File: config.mk
export PLATFORM = sky130hd
export DESIGN_NAME = mmit_timer
export DESIGN_NICKNAME = d
export VERILOG_FILES = /design/src/shared/mmit_pkg.sv /design/src/core/mmit_prescaler.sv /design/src/core/mmit_channel.sv /design/src/core/mmit_timer.sv
export VERILOG_INCLUDE_DIRS = /design/src /design/src/shared
export SDC_FILE = /design/constraint.sdc
export NUM_CORES = 2
export LEC_CHECK = 0
export BUFFER_PORTS_ARGS = -buffer_cell sky130_fd_sc_hd__buf_2
export CAP_MARGIN = 10
export CORE_ASPECT_RATIO = 0.75
export CORE_MARGIN = 2
export CORE_UTILIZATION = 60
export DETAILED_ROUTE_END_ITERATION = 16
export PLACE_DENSITY_LB_ADDON = 0.2
export SETUP_SLACK_MARGIN = 0.15
export SLEW_MARGIN = 0
export SYNTH_ARGS = -nofsm -noshare
export SYNTH_HDL_FRONTEND = slang
export SYNTH_SLANG_ARGS = --single-unit
File: constraint.sdc
create_clock -name core_clk -period 5.46 [get_ports core_clk]
set_clock_uncertainty 0.05 [all_clocks]
set_input_delay 0.546 -clock core_clk [delete_from_list [all_inputs] [get_ports core_clk]]
set_output_delay 0.546 -clock core_clk [all_outputs]
set_load 0.01 [all_outputs]
File: src/shared/mmit_regs.svh
// register offsets, codes and timing constants of the interval timer
`ifndef MMIT_REGS_SVH
`define MMIT_REGS_SVH
`define MMIT_CLK_MHZ        250
`define MMIT_TICK_US        100
`define MMIT_TICK_CYC       (`MMIT_CLK_MHZ * `MMIT_TICK_US)
`define MMIT_MIN_PERIOD_US  500
`define MMIT_MIN_PERIOD     (`MMIT_MIN_PERIOD_US / `MMIT_TICK_US)
`define MMIT_MAX_SINGLE     32'h0000_FFFF
`define MMIT_MAX_CASCADE    32'hFFFF_FFFF
`define MMIT_MODE_IDLE      16'h0000
`define MMIT_MODE_ONE_SHOT  16'h1000
`define MMIT_MODE_PERIODIC  16'h1001
`define MMIT_MODE_FREE_RUN  16'h1002
`define MMIT_MODE_HALTED    16'h1003
`define MMIT_MODE_CLEARED   16'h1004
`define MMIT_STATUS_REQUEST 8'h1C
// per-channel window of 0x20 bytes, six channels (4 single, 2 cascaded)
`define MMIT_CH_STRIDE_LOG2 5
`define MMIT_OFS_CMD        3'h0
`define MMIT_OFS_EVENT      3'h1
`define MMIT_OFS_PERIOD     3'h2
`define MMIT_OFS_VALUE      3'h3
`define MMIT_OFS_MODE       3'h4
`define MMIT_OFS_PEND_EVT   3'h5
`define MMIT_OFS_PEND_PER   3'h6
`define MMIT_OFS_ERROR      3'h7
`define MMIT_NUM_CH         6
// channels below this index are single, the rest cascaded pairs
`define MMIT_NUM_SINGLE     4
`endif

File: src/shared/mmit_pkg.sv
// types shared by the interval timer modules
package mmit_pkg;
  // one command toward a channel
  typedef struct packed {
    logic        valid;
    logic [15:0] code;
    logic [31:0] event_code;
    logic [31:0] period;
  } mmit_cmd_t;
  // the four status words of one channel
  typedef struct packed {
    logic [31:0] value;
    logic [31:0] mode;
    logic [31:0] event_code;
    logic [31:0] period;
  } mmit_status_t;
  // event pulse toward the processor
  typedef struct packed {
    logic        fire;
    logic [2:0]  channel;
    logic [31:0] event_code;
  } mmit_event_t;
  typedef enum logic [2:0] {
    MMIT_ST_IDLE     = 3'b000,
    MMIT_ST_ONE_SHOT = 3'b001,
    MMIT_ST_PERIODIC = 3'b011,
    MMIT_ST_FREE_RUN = 3'b010,
    MMIT_ST_HALTED   = 3'b110,
    MMIT_ST_CLEARED  = 3'b111
  } mmit_state_t;
endpackage

File: src/core/mmit_prescaler.sv
// 100 us tick generator from the core clock
`timescale 1ns/1ps
`include "mmit_regs.svh"
module mmit_prescaler (
  input  wire logic core_clk,
  input  wire logic rst_n,
  output logic      tick
);
  localparam int unsigned TICK_CYC = `MMIT_TICK_CYC;
  logic [15:0] count;
  wire         wrap = (count == 16'(TICK_CYC - 1));
  // free counter; one shared tick keeps all channels in step
  always_ff @(posedge core_clk or negedge rst_n) begin
    if (!rst_n) begin
      count <= 16'h0000;
      tick  <= 1'b0;
    end else begin
      count <= wrap ? 16'h0000 : 16'(count + 16'h0001);
      tick  <= wrap;
    end
  end
endmodule

File: src/core/mmit_channel.sv
// one interval timer channel: mode machine, count, event pulse
`timescale 1ns/1ps
`include "mmit_regs.svh"
module mmit_channel (
  input  wire logic                core_clk,
  input  wire logic                rst_n,
  input  wire logic                tick,
  input  wire logic [31:0]         max_period,
  input  wire mmit_pkg::mmit_cmd_t cmd,
  output mmit_pkg::mmit_status_t   status,
  output logic                     fire,
  output logic                     param_err
);
  import mmit_pkg::*;
  mmit_state_t state;
  logic [31:0] count;
  logic [31:0] event_code;
  logic [31:0] period;
  // parameter checks on arming commands
  wire arm      = cmd.valid && (cmd.code == `MMIT_MODE_ONE_SHOT ||
                                cmd.code == `MMIT_MODE_PERIODIC);
  wire bad_evt  = (cmd.event_code == 32'h0000_0000);
  wire bad_per  = (cmd.period < 32'(`MMIT_MIN_PERIOD)) ||
                  (cmd.period > max_period);
  wire arm_ok   = arm && !bad_evt && !bad_per;
  wire do_start = cmd.valid && cmd.code == `MMIT_MODE_FREE_RUN &&
                  (state == MMIT_ST_HALTED || state == MMIT_ST_IDLE);
  wire do_clear = cmd.valid && cmd.code == `MMIT_MODE_CLEARED;
  wire do_stop  = cmd.valid && cmd.code == `MMIT_MODE_HALTED;
  wire any_cmd  = arm_ok || do_start || do_clear || do_stop;
  wire counting = state == MMIT_ST_ONE_SHOT ||
                  state == MMIT_ST_PERIODIC || state == MMIT_ST_FREE_RUN;
  wire [31:0] next_count = 32'(count + 32'h0000_0001);
  wire hit      = tick && counting && (next_count >= period);
  // status words depend on mode
  wire armed    = state == MMIT_ST_ONE_SHOT || state == MMIT_ST_PERIODIC;
  assign status.value = (state == MMIT_ST_IDLE ||
                         state == MMIT_ST_CLEARED) ? 32'h0000_0000 : count;
  // mode word in its own variable, so every status field has one driver
  logic [31:0] mode_word;
  always_comb begin
    case (state)
      MMIT_ST_IDLE:     mode_word = 32'(`MMIT_MODE_IDLE);
      MMIT_ST_ONE_SHOT: mode_word = 32'(`MMIT_MODE_ONE_SHOT);
      MMIT_ST_PERIODIC: mode_word = 32'(`MMIT_MODE_PERIODIC);
      MMIT_ST_FREE_RUN: mode_word = 32'(`MMIT_MODE_FREE_RUN);
      MMIT_ST_HALTED:   mode_word = 32'(`MMIT_MODE_HALTED);
      MMIT_ST_CLEARED:  mode_word = 32'(`MMIT_MODE_CLEARED);
      default:          mode_word = 32'(`MMIT_MODE_IDLE);
    endcase
  end
  assign status.mode = mode_word;
  assign status.event_code = armed ? event_code : 32'h0000_0000;
  assign status.period = armed ? period :
                         (state == MMIT_ST_FREE_RUN) ? max_period :
                         32'h0000_0000;
  // mode machine; a command outranks a tick in the same cycle
  always_ff @(posedge core_clk or negedge rst_n) begin
    if (!rst_n) begin
      state      <= MMIT_ST_IDLE;
      count      <= 32'h0000_0000;
      event_code <= 32'h0000_0000;
      period     <= 32'h0000_0000;
      fire       <= 1'b0;
      param_err  <= 1'b0;
    end else begin
      fire      <= hit && armed && !any_cmd;
      param_err <= arm && (bad_evt || bad_per);
      if (arm_ok) begin
        count      <= 32'h0000_0000;
        event_code <= cmd.event_code;
        period     <= cmd.period;
        state      <= (cmd.code == `MMIT_MODE_ONE_SHOT) ?
                      MMIT_ST_ONE_SHOT : MMIT_ST_PERIODIC;
      end else if (do_start) begin
        period     <= max_period;
        event_code <= 32'h0000_0000;
        state      <= MMIT_ST_FREE_RUN;
      end else if (do_clear) begin
        count      <= 32'h0000_0000;
        event_code <= 32'h0000_0000;
        state      <= MMIT_ST_CLEARED;
      end else if (do_stop) begin
        event_code <= 32'h0000_0000;
        state      <= MMIT_ST_HALTED;
      end else if (hit) begin
        // periodic and free run wrap to zero, so a free run started from a
        // count at the maximum can never climb past the channel's range
        count <= (state == MMIT_ST_ONE_SHOT) ? next_count :
                 32'h0000_0000;
        if (state == MMIT_ST_ONE_SHOT)
          state <= MMIT_ST_HALTED;
      end else if (tick && counting) begin
        count <= next_count;
      end
    end
  end
endmodule

File: src/core/mmit_timer.sv
// interval timer block: APB slave, six channels, event output
// Function
// - one count equals 100 microseconds
// - zero event code rejected with error
// - channels start in idle mode 0x0000
// - six independent channels with own state
// - channels 4 and 5 are the two cascaded 32-bit timers
// - value read returns 32-bit present count
// - one-shot clears, fires once, then halts
// - periodic clears, fires every period
// - start from idle or halted free-runs at maximum period, no event
// - reset stops counting, zeroes count, cancels events
// - status returns count, mode, event, period
// - reported mode follows channel activity
// - event code reads zero unless armed
// - period reads programmed, maximum, or zero
// - idle reports zero count, period, event
// - halted holds count, period and event zero
// - cleared reports zero count, period, event
// - periods under 500 us rejected
// - periods above channel maximum rejected
`timescale 1ns/1ps
`include "mmit_regs.svh"
module mmit_timer (
  input  wire logic          core_clk,
  input  wire logic          rst_n,
  input  wire logic          psel,
  input  wire logic          penable,
  input  wire logic          pwrite,
  input  wire logic [7:0]    paddr,
  input  wire logic [31:0]   pwdata,
  output logic [31:0]        prdata,
  output logic               pready,
  output logic               pslverr,
  output mmit_pkg::mmit_event_t evt
);
  import mmit_pkg::*;
  localparam int NCH = `MMIT_NUM_CH;
  // address split: channel index and word within channel
  wire [2:0] ch_sel   = paddr[7:`MMIT_CH_STRIDE_LOG2];
  wire [2:0] word_sel = paddr[4:2];
  wire       aligned  = paddr[1:0] == 2'b00;
  wire       mapped   = aligned && (ch_sel < 3'(NCH));
  wire       setup    = psel && !penable;
  wire       wr_take  = psel && penable && pready && pwrite && mapped;
  // staged arguments per channel, written before the command word
  logic [31:0] stage_evt [NCH];
  logic [31:0] stage_per [NCH];
  logic [NCH-1:0] err_flag;
  mmit_cmd_t    cmd   [NCH];
  mmit_status_t stat  [NCH];
  logic [NCH-1:0] fire;
  logic [NCH-1:0] perr;
  logic tick;
  mmit_prescaler u_pre (
    .core_clk (core_clk),
    .rst_n    (rst_n),
    .tick     (tick)
  );
  genvar g;
  generate
    for (g = 0; g < NCH; g++) begin : gen_ch
      wire is_cmd = wr_take && ch_sel == 3'(g) &&
                    word_sel == `MMIT_OFS_CMD;
      assign cmd[g].valid      = is_cmd;
      assign cmd[g].code       = pwdata[15:0];
      assign cmd[g].event_code = stage_evt[g];
      assign cmd[g].period     = stage_per[g];
      // channels 0..3 single 16-bit range, 4..5 cascaded 32-bit
      wire [31:0] ch_max = (g < `MMIT_NUM_SINGLE) ? `MMIT_MAX_SINGLE :
                           `MMIT_MAX_CASCADE;
      mmit_channel u_ch (
        .core_clk   (core_clk),
        .rst_n      (rst_n),
        .tick       (tick),
        .max_period (ch_max),
        .cmd        (cmd[g]),
        .status     (stat[g]),
        .fire       (fire[g]),
        .param_err  (perr[g])
      );
    end
  endgenerate
  // read mux: four status words plus staged arguments and error flag
  logic [31:0] rd_word;
  always_comb begin
    rd_word = 32'h0000_0000;
    if (mapped) begin
      case (word_sel)
        `MMIT_OFS_EVENT:    rd_word = stage_evt[ch_sel];
        `MMIT_OFS_PERIOD:   rd_word = stage_per[ch_sel];
        `MMIT_OFS_VALUE:    rd_word = stat[ch_sel].value;
        `MMIT_OFS_MODE:     rd_word = stat[ch_sel].mode;
        `MMIT_OFS_PEND_EVT: rd_word = stat[ch_sel].event_code;
        `MMIT_OFS_PEND_PER: rd_word = stat[ch_sel].period;
        `MMIT_OFS_ERROR:    rd_word = {31'h0, err_flag[ch_sel]};
        default:            rd_word = 32'h0000_0000;
      endcase
    end
  end
  // event arbitration: lowest channel wins a same-cycle tie
  logic [2:0] fire_idx;
  always_comb begin
    fire_idx = 3'h0;
    for (int i = NCH - 1; i >= 0; i--) begin
      if (fire[i]) fire_idx = 3'(i);
    end
  end
  // apb answer one cycle after setup; unmapped gives pslverr
  always_ff @(posedge core_clk or negedge rst_n) begin
    if (!rst_n) begin
      pready  <= 1'b0;
      pslverr <= 1'b0;
      prdata  <= 32'h0000_0000;
    end else begin
      pready  <= setup;
      pslverr <= setup && !mapped;
      prdata  <= (setup && !pwrite) ? rd_word : 32'h0000_0000;
    end
  end
  // staged argument words and sticky error flags
  always_ff @(posedge core_clk or negedge rst_n) begin
    if (!rst_n) begin
      for (int i = 0; i < NCH; i++) begin
        stage_evt[i] <= 32'h0000_0000;
        stage_per[i] <= 32'h0000_0000;
      end
      err_flag <= '0;
    end else begin
      for (int i = 0; i < NCH; i++) begin
        if (wr_take && ch_sel == 3'(i)) begin
          if (word_sel == `MMIT_OFS_EVENT) stage_evt[i] <= pwdata;
          if (word_sel == `MMIT_OFS_PERIOD) stage_per[i] <= pwdata;
        end
        // a new error wins over a clear in the same cycle
        if (perr[i])
          err_flag[i] <= 1'b1;
        else if (wr_take && ch_sel == 3'(i) &&
                 word_sel == `MMIT_OFS_ERROR)
          err_flag[i] <= 1'b0;
      end
    end
  end
  // last nonzero pending code per channel; a one-shot already reads zero
  // in the cycle its fire strobe arrives here, so the code is kept aside
  logic [31:0] held_code [NCH];
  always_ff @(posedge core_clk or negedge rst_n) begin
    if (!rst_n) begin
      for (int i = 0; i < NCH; i++) held_code[i] <= 32'h0000_0000;
    end else begin
      for (int i = 0; i < NCH; i++) begin
        if (stat[i].event_code != 32'h0000_0000)
          held_code[i] <= stat[i].event_code;
      end
    end
  end
  // event pulse register, one cycle per fire
  always_ff @(posedge core_clk or negedge rst_n) begin
    if (!rst_n) begin
      evt <= '0;
    end else begin
      evt.fire       <= |fire;
      evt.channel    <= fire_idx;
      evt.event_code <= (|fire) ? held_code[fire_idx] : 32'h0000_0000;
    end
  end
endmodule

==> flow_summary.yaml <==
grt:
  antenna_found_initial: 25
  track_usage: 0.4708
  grt_pass1_vias: 55495
  grt_pass1_wl_um: 393300
  grt_max_degree: 156
  gr-total-overflow: 0
routing:
  wl_um: 272000
  wl_per_cell_um: 32.66
  dr.pass1.iters: 7
  routed_via_density: 7.193
  drc: 0
  vias: 59907
  antenna_left: 0
  first_iter_violations: 10024
cells_and_area:
  num-nets-final: 6950
  instances_no_fill: 8328
  layout-drive-gt1-share: 0.1560
  design_area_mm2: 0.07442
  area_delta_synth_final_pct: 10.27
  fill_cells: 8777
die:
  die_w_um: 391.3
  rows: 106
  core_region_area_mm2: 0.1115
  dieHeight_um: 294.5
  ioPinCount: 115
  start_util: 0.6051
  die-area_mm2: 0.1152
setup_path:
  critical_path_required_ns: 6.10
  critical_path_arrival_ns: 5.62
  crit_type: "register to register"
  path_max_fanout: 29
  cp-start-kind: "register"
  cp-end-kind: "register"
synth:
  avgSynthCellArea_um2: 9.932
  synth-seq-cells: 1275
  syn-instance-count: 6795
  async_flop_share: 1.000
  ys.flop_type: "dfrtp_1"
  syn_area_mm2: 0.06749
  syn_nets: 7039
  yosys-top-cells-area: "dfrtp_1 (47%), mux2_2 (6.5%), nand2_1 (4.9%)"
  yosys_warnings: 0
  yosysTopAreaCellShare: 0.4728
  synth_edf_count: 0
  synth_top_area_cell: "dfrtp_1"
  ys_seq_area_frac: 0.4728
  ys_types: 84
power:
  p_leak_nw: 35.11
  powerDensity_mw_per_mm2: 268.8
  ir_drop_uv: 313.6
clock_tree:
  clk_path_buf_depth: 3
  cts_tree: "done"
  clock_sink_count: 1275
  htreeDepth: 4
  path_clk_slew_ns: 0.07
  root_buffer: "clkbuf_16"
  cts.repair.resized: 0
  clk_latency_ns: 0.80
  cts_buffers: 131
place:
  place.gp.congestion: 1.049
  place_ws_ns: 0.6429
  placed_area_mm2: 0.06982
  place_hpwl_um: 195500
  place_inst: 8080
  numPortBuffers: 114
sta:
  setup_violations: 0
  slew_headroom: 0.06181
  worst_slack_ns: 0.4808
  grt_setup_unrepaired: "false"
  period_share: 0.9119
  min_period_ns: 4.979
  fmax_ghz: 0.2008
  drv_slew: 0
  tns_ns: 0
  worst_slew_pin_slew_ns: 1.394
  hold_violations: 0
worst_hold_path:
  hold_path.class: "primary input to register"
flow_run:
  maxCapViolations: 0
run_status:
  status: "finished clean"
[logic make-up after synthesis]
group | after synthesis | share of synthesized area
simple gates | 2115 | 0.1488
compound gates | 1738 | 0.1760
flops | 1275 | 0.4728
buf+inv | 749 | 0.04309
mux | 536 | 0.09874
fa+ha+maj | 199 | 0.03689
xor+xnor | 183 | 0.02375
[registers in the layout (all words and copies together), names as in the netlist]
| name | count |
|---|---|
| gen_ch.u_ch.count | 192 |
| pready | 1 |
| cmd | 384 |
| gen_ch.u_ch.param_err | 6 |
| prdata | 32 |
| held_code | 192 |
| evt | 36 |
| gen_ch.u_ch.fire | 6 |
| gen_ch.u_ch.state | 18 |
| pslverr | 1 |
| gen_ch.u_ch.event_code | 192 |
| err_flag | 6 |
| u_pre.tick | 1 |
| gen_ch.u_ch.period | 192 |
| u_pre.count | 16 |
[power breakdown]
part	internal, mW	switching (mW)	total (mW)	leakage (nW)
Combinational	0.182	0.768	0.950	15.7
Clock	5.35	4.23	9.58	2.22
Sequential	9.46	0.0143	9.47	17.2
[synth_stat cells (66+ instances only)]
cell and instances:
dfrtp_1 1275, nand2_1 885, clkbuf_1 407, a21oi_1 389, mux2_2 388, a22o_1 369, o21ai_0 358, nor2_1 322
inv_1 227, nand3_1 203, ha_1 199, nor4_1 168, nor3_1 147, xnor2_1 117, a31oi_1 102, and3_1 100
mux2i_1 83, nand4_1 83, a22oi_1 72, a221oi_1 70, xor2_1 66
[path summary, 6_finish.rpt]
path,start,endpoint,slack (ns),depth (start not counted)
min reg2reg,gen_ch[0].u_ch.param_err,err_flag[0],0.38,1
min,paddr[0],gen_ch[2].u_ch.param_err,0.17,4
max,gen_ch[0].u_ch.count[0],gen_ch[0].u_ch.count[3],0.48,18
max reg2reg,gen_ch[0].u_ch.count[0],gen_ch[0].u_ch.count[3],0.48,18
min in group asynchronous,rst_n,held_code[165],0.33,2
max in group asynchronous,rst_n,err_flag[2],3.43,3
[per-layer routing]
layer / vias to the layer above / global-route usage / part of all wire
met5: - / 0.001691 / 0.00085
met4: 33 / 0.1591 / 0.042
met3: 772 / 0.2412 / 0.18
met2: 4697 / 0.6085 / 0.38
met1: 29778 / 0.6716 / 0.39
li1: 24627 / - / -
[cell usage in the layout, fill, tap and decap left out, types with 110 or more instances in the layout]
cell,synthesis,routed
dfrtp_1,1275,1275
xnor2_1,117,117
nand3_1,203,203
ha_1,199,199
o21ai_0,358,357
nor3_1,147,130
buf_4,3,160
a21oi_1,389,389
inv_1,227,227
buf_2,62,110
a22o_1,369,369
nor4_1,168,168
mux2_2,388,388
nor2_1,322,308
nand2_1,885,882
clkbuf_16,0,131
[metrics by stage]
| step | hold slack [ns] | utilization | power [mW] |
|---|---|---|---|
| floorplan | 0.2004 | - | 9.971 |
| global placement | 0.3678 | 0.6260 | 10.52 |
| detailed placement | 0.3683 | 0.6260 | 10.53 |
| CTS | 0.1280 | 0.6670 | 19.92 |
| global route | 0.1736 | 0.6671 | 20.39 |
| finish | 0.1699 | 0.6672 | 20.00 |
[area by class of cell]
| type | instances | area [um2] | share of cell area |
|---|---|---|---|
| Multi-Input combinational cell | 4771 | 33000 | 0.4434 |
| Clock inverter | 54 | 802.0 | 0.01078 |
| Timing Repair Buffer | 296 | 2201 | 0.02957 |
| Clock buffer | 185 | 3741 | 0.05027 |
| Inverter | 231 | 868.3 | 0.01167 |
| Sequential cell | 1275 | 31910 | 0.4287 |
| Antenna cell | 4 | 10.01 | 0.0001345 |
| Tap cell | 1512 | 1892 | 0.02542 |
[worst max-delay path, stage by stage (launching register included)]
cell and delay, ns:
dfrtp_1 0.46, ha_1 0.22, and2_1 0.19, and4_1 0.42, nand3_1 0.26, nor3b_1 0.24
buf_4 0.16, and3_1 0.17, nor2b_1 0.05, or2_2 0.29, ha_1 0.18, a21o_1 0.18
a21oi_1 0.14, nor2b_1 0.06, a211oi_1 0.22, o22a_1 0.23, and3_1 0.97, a21oi_1 0.18
mux2i_1 0.19
[repair_timing]
item / in CTS / in global routing
endpoints found under the hold margin: 128 / 0
hold buffers: 3 / 0
buffers inserted: 0 / 0
No activity file was read; power rests on OpenSTA's default activity.
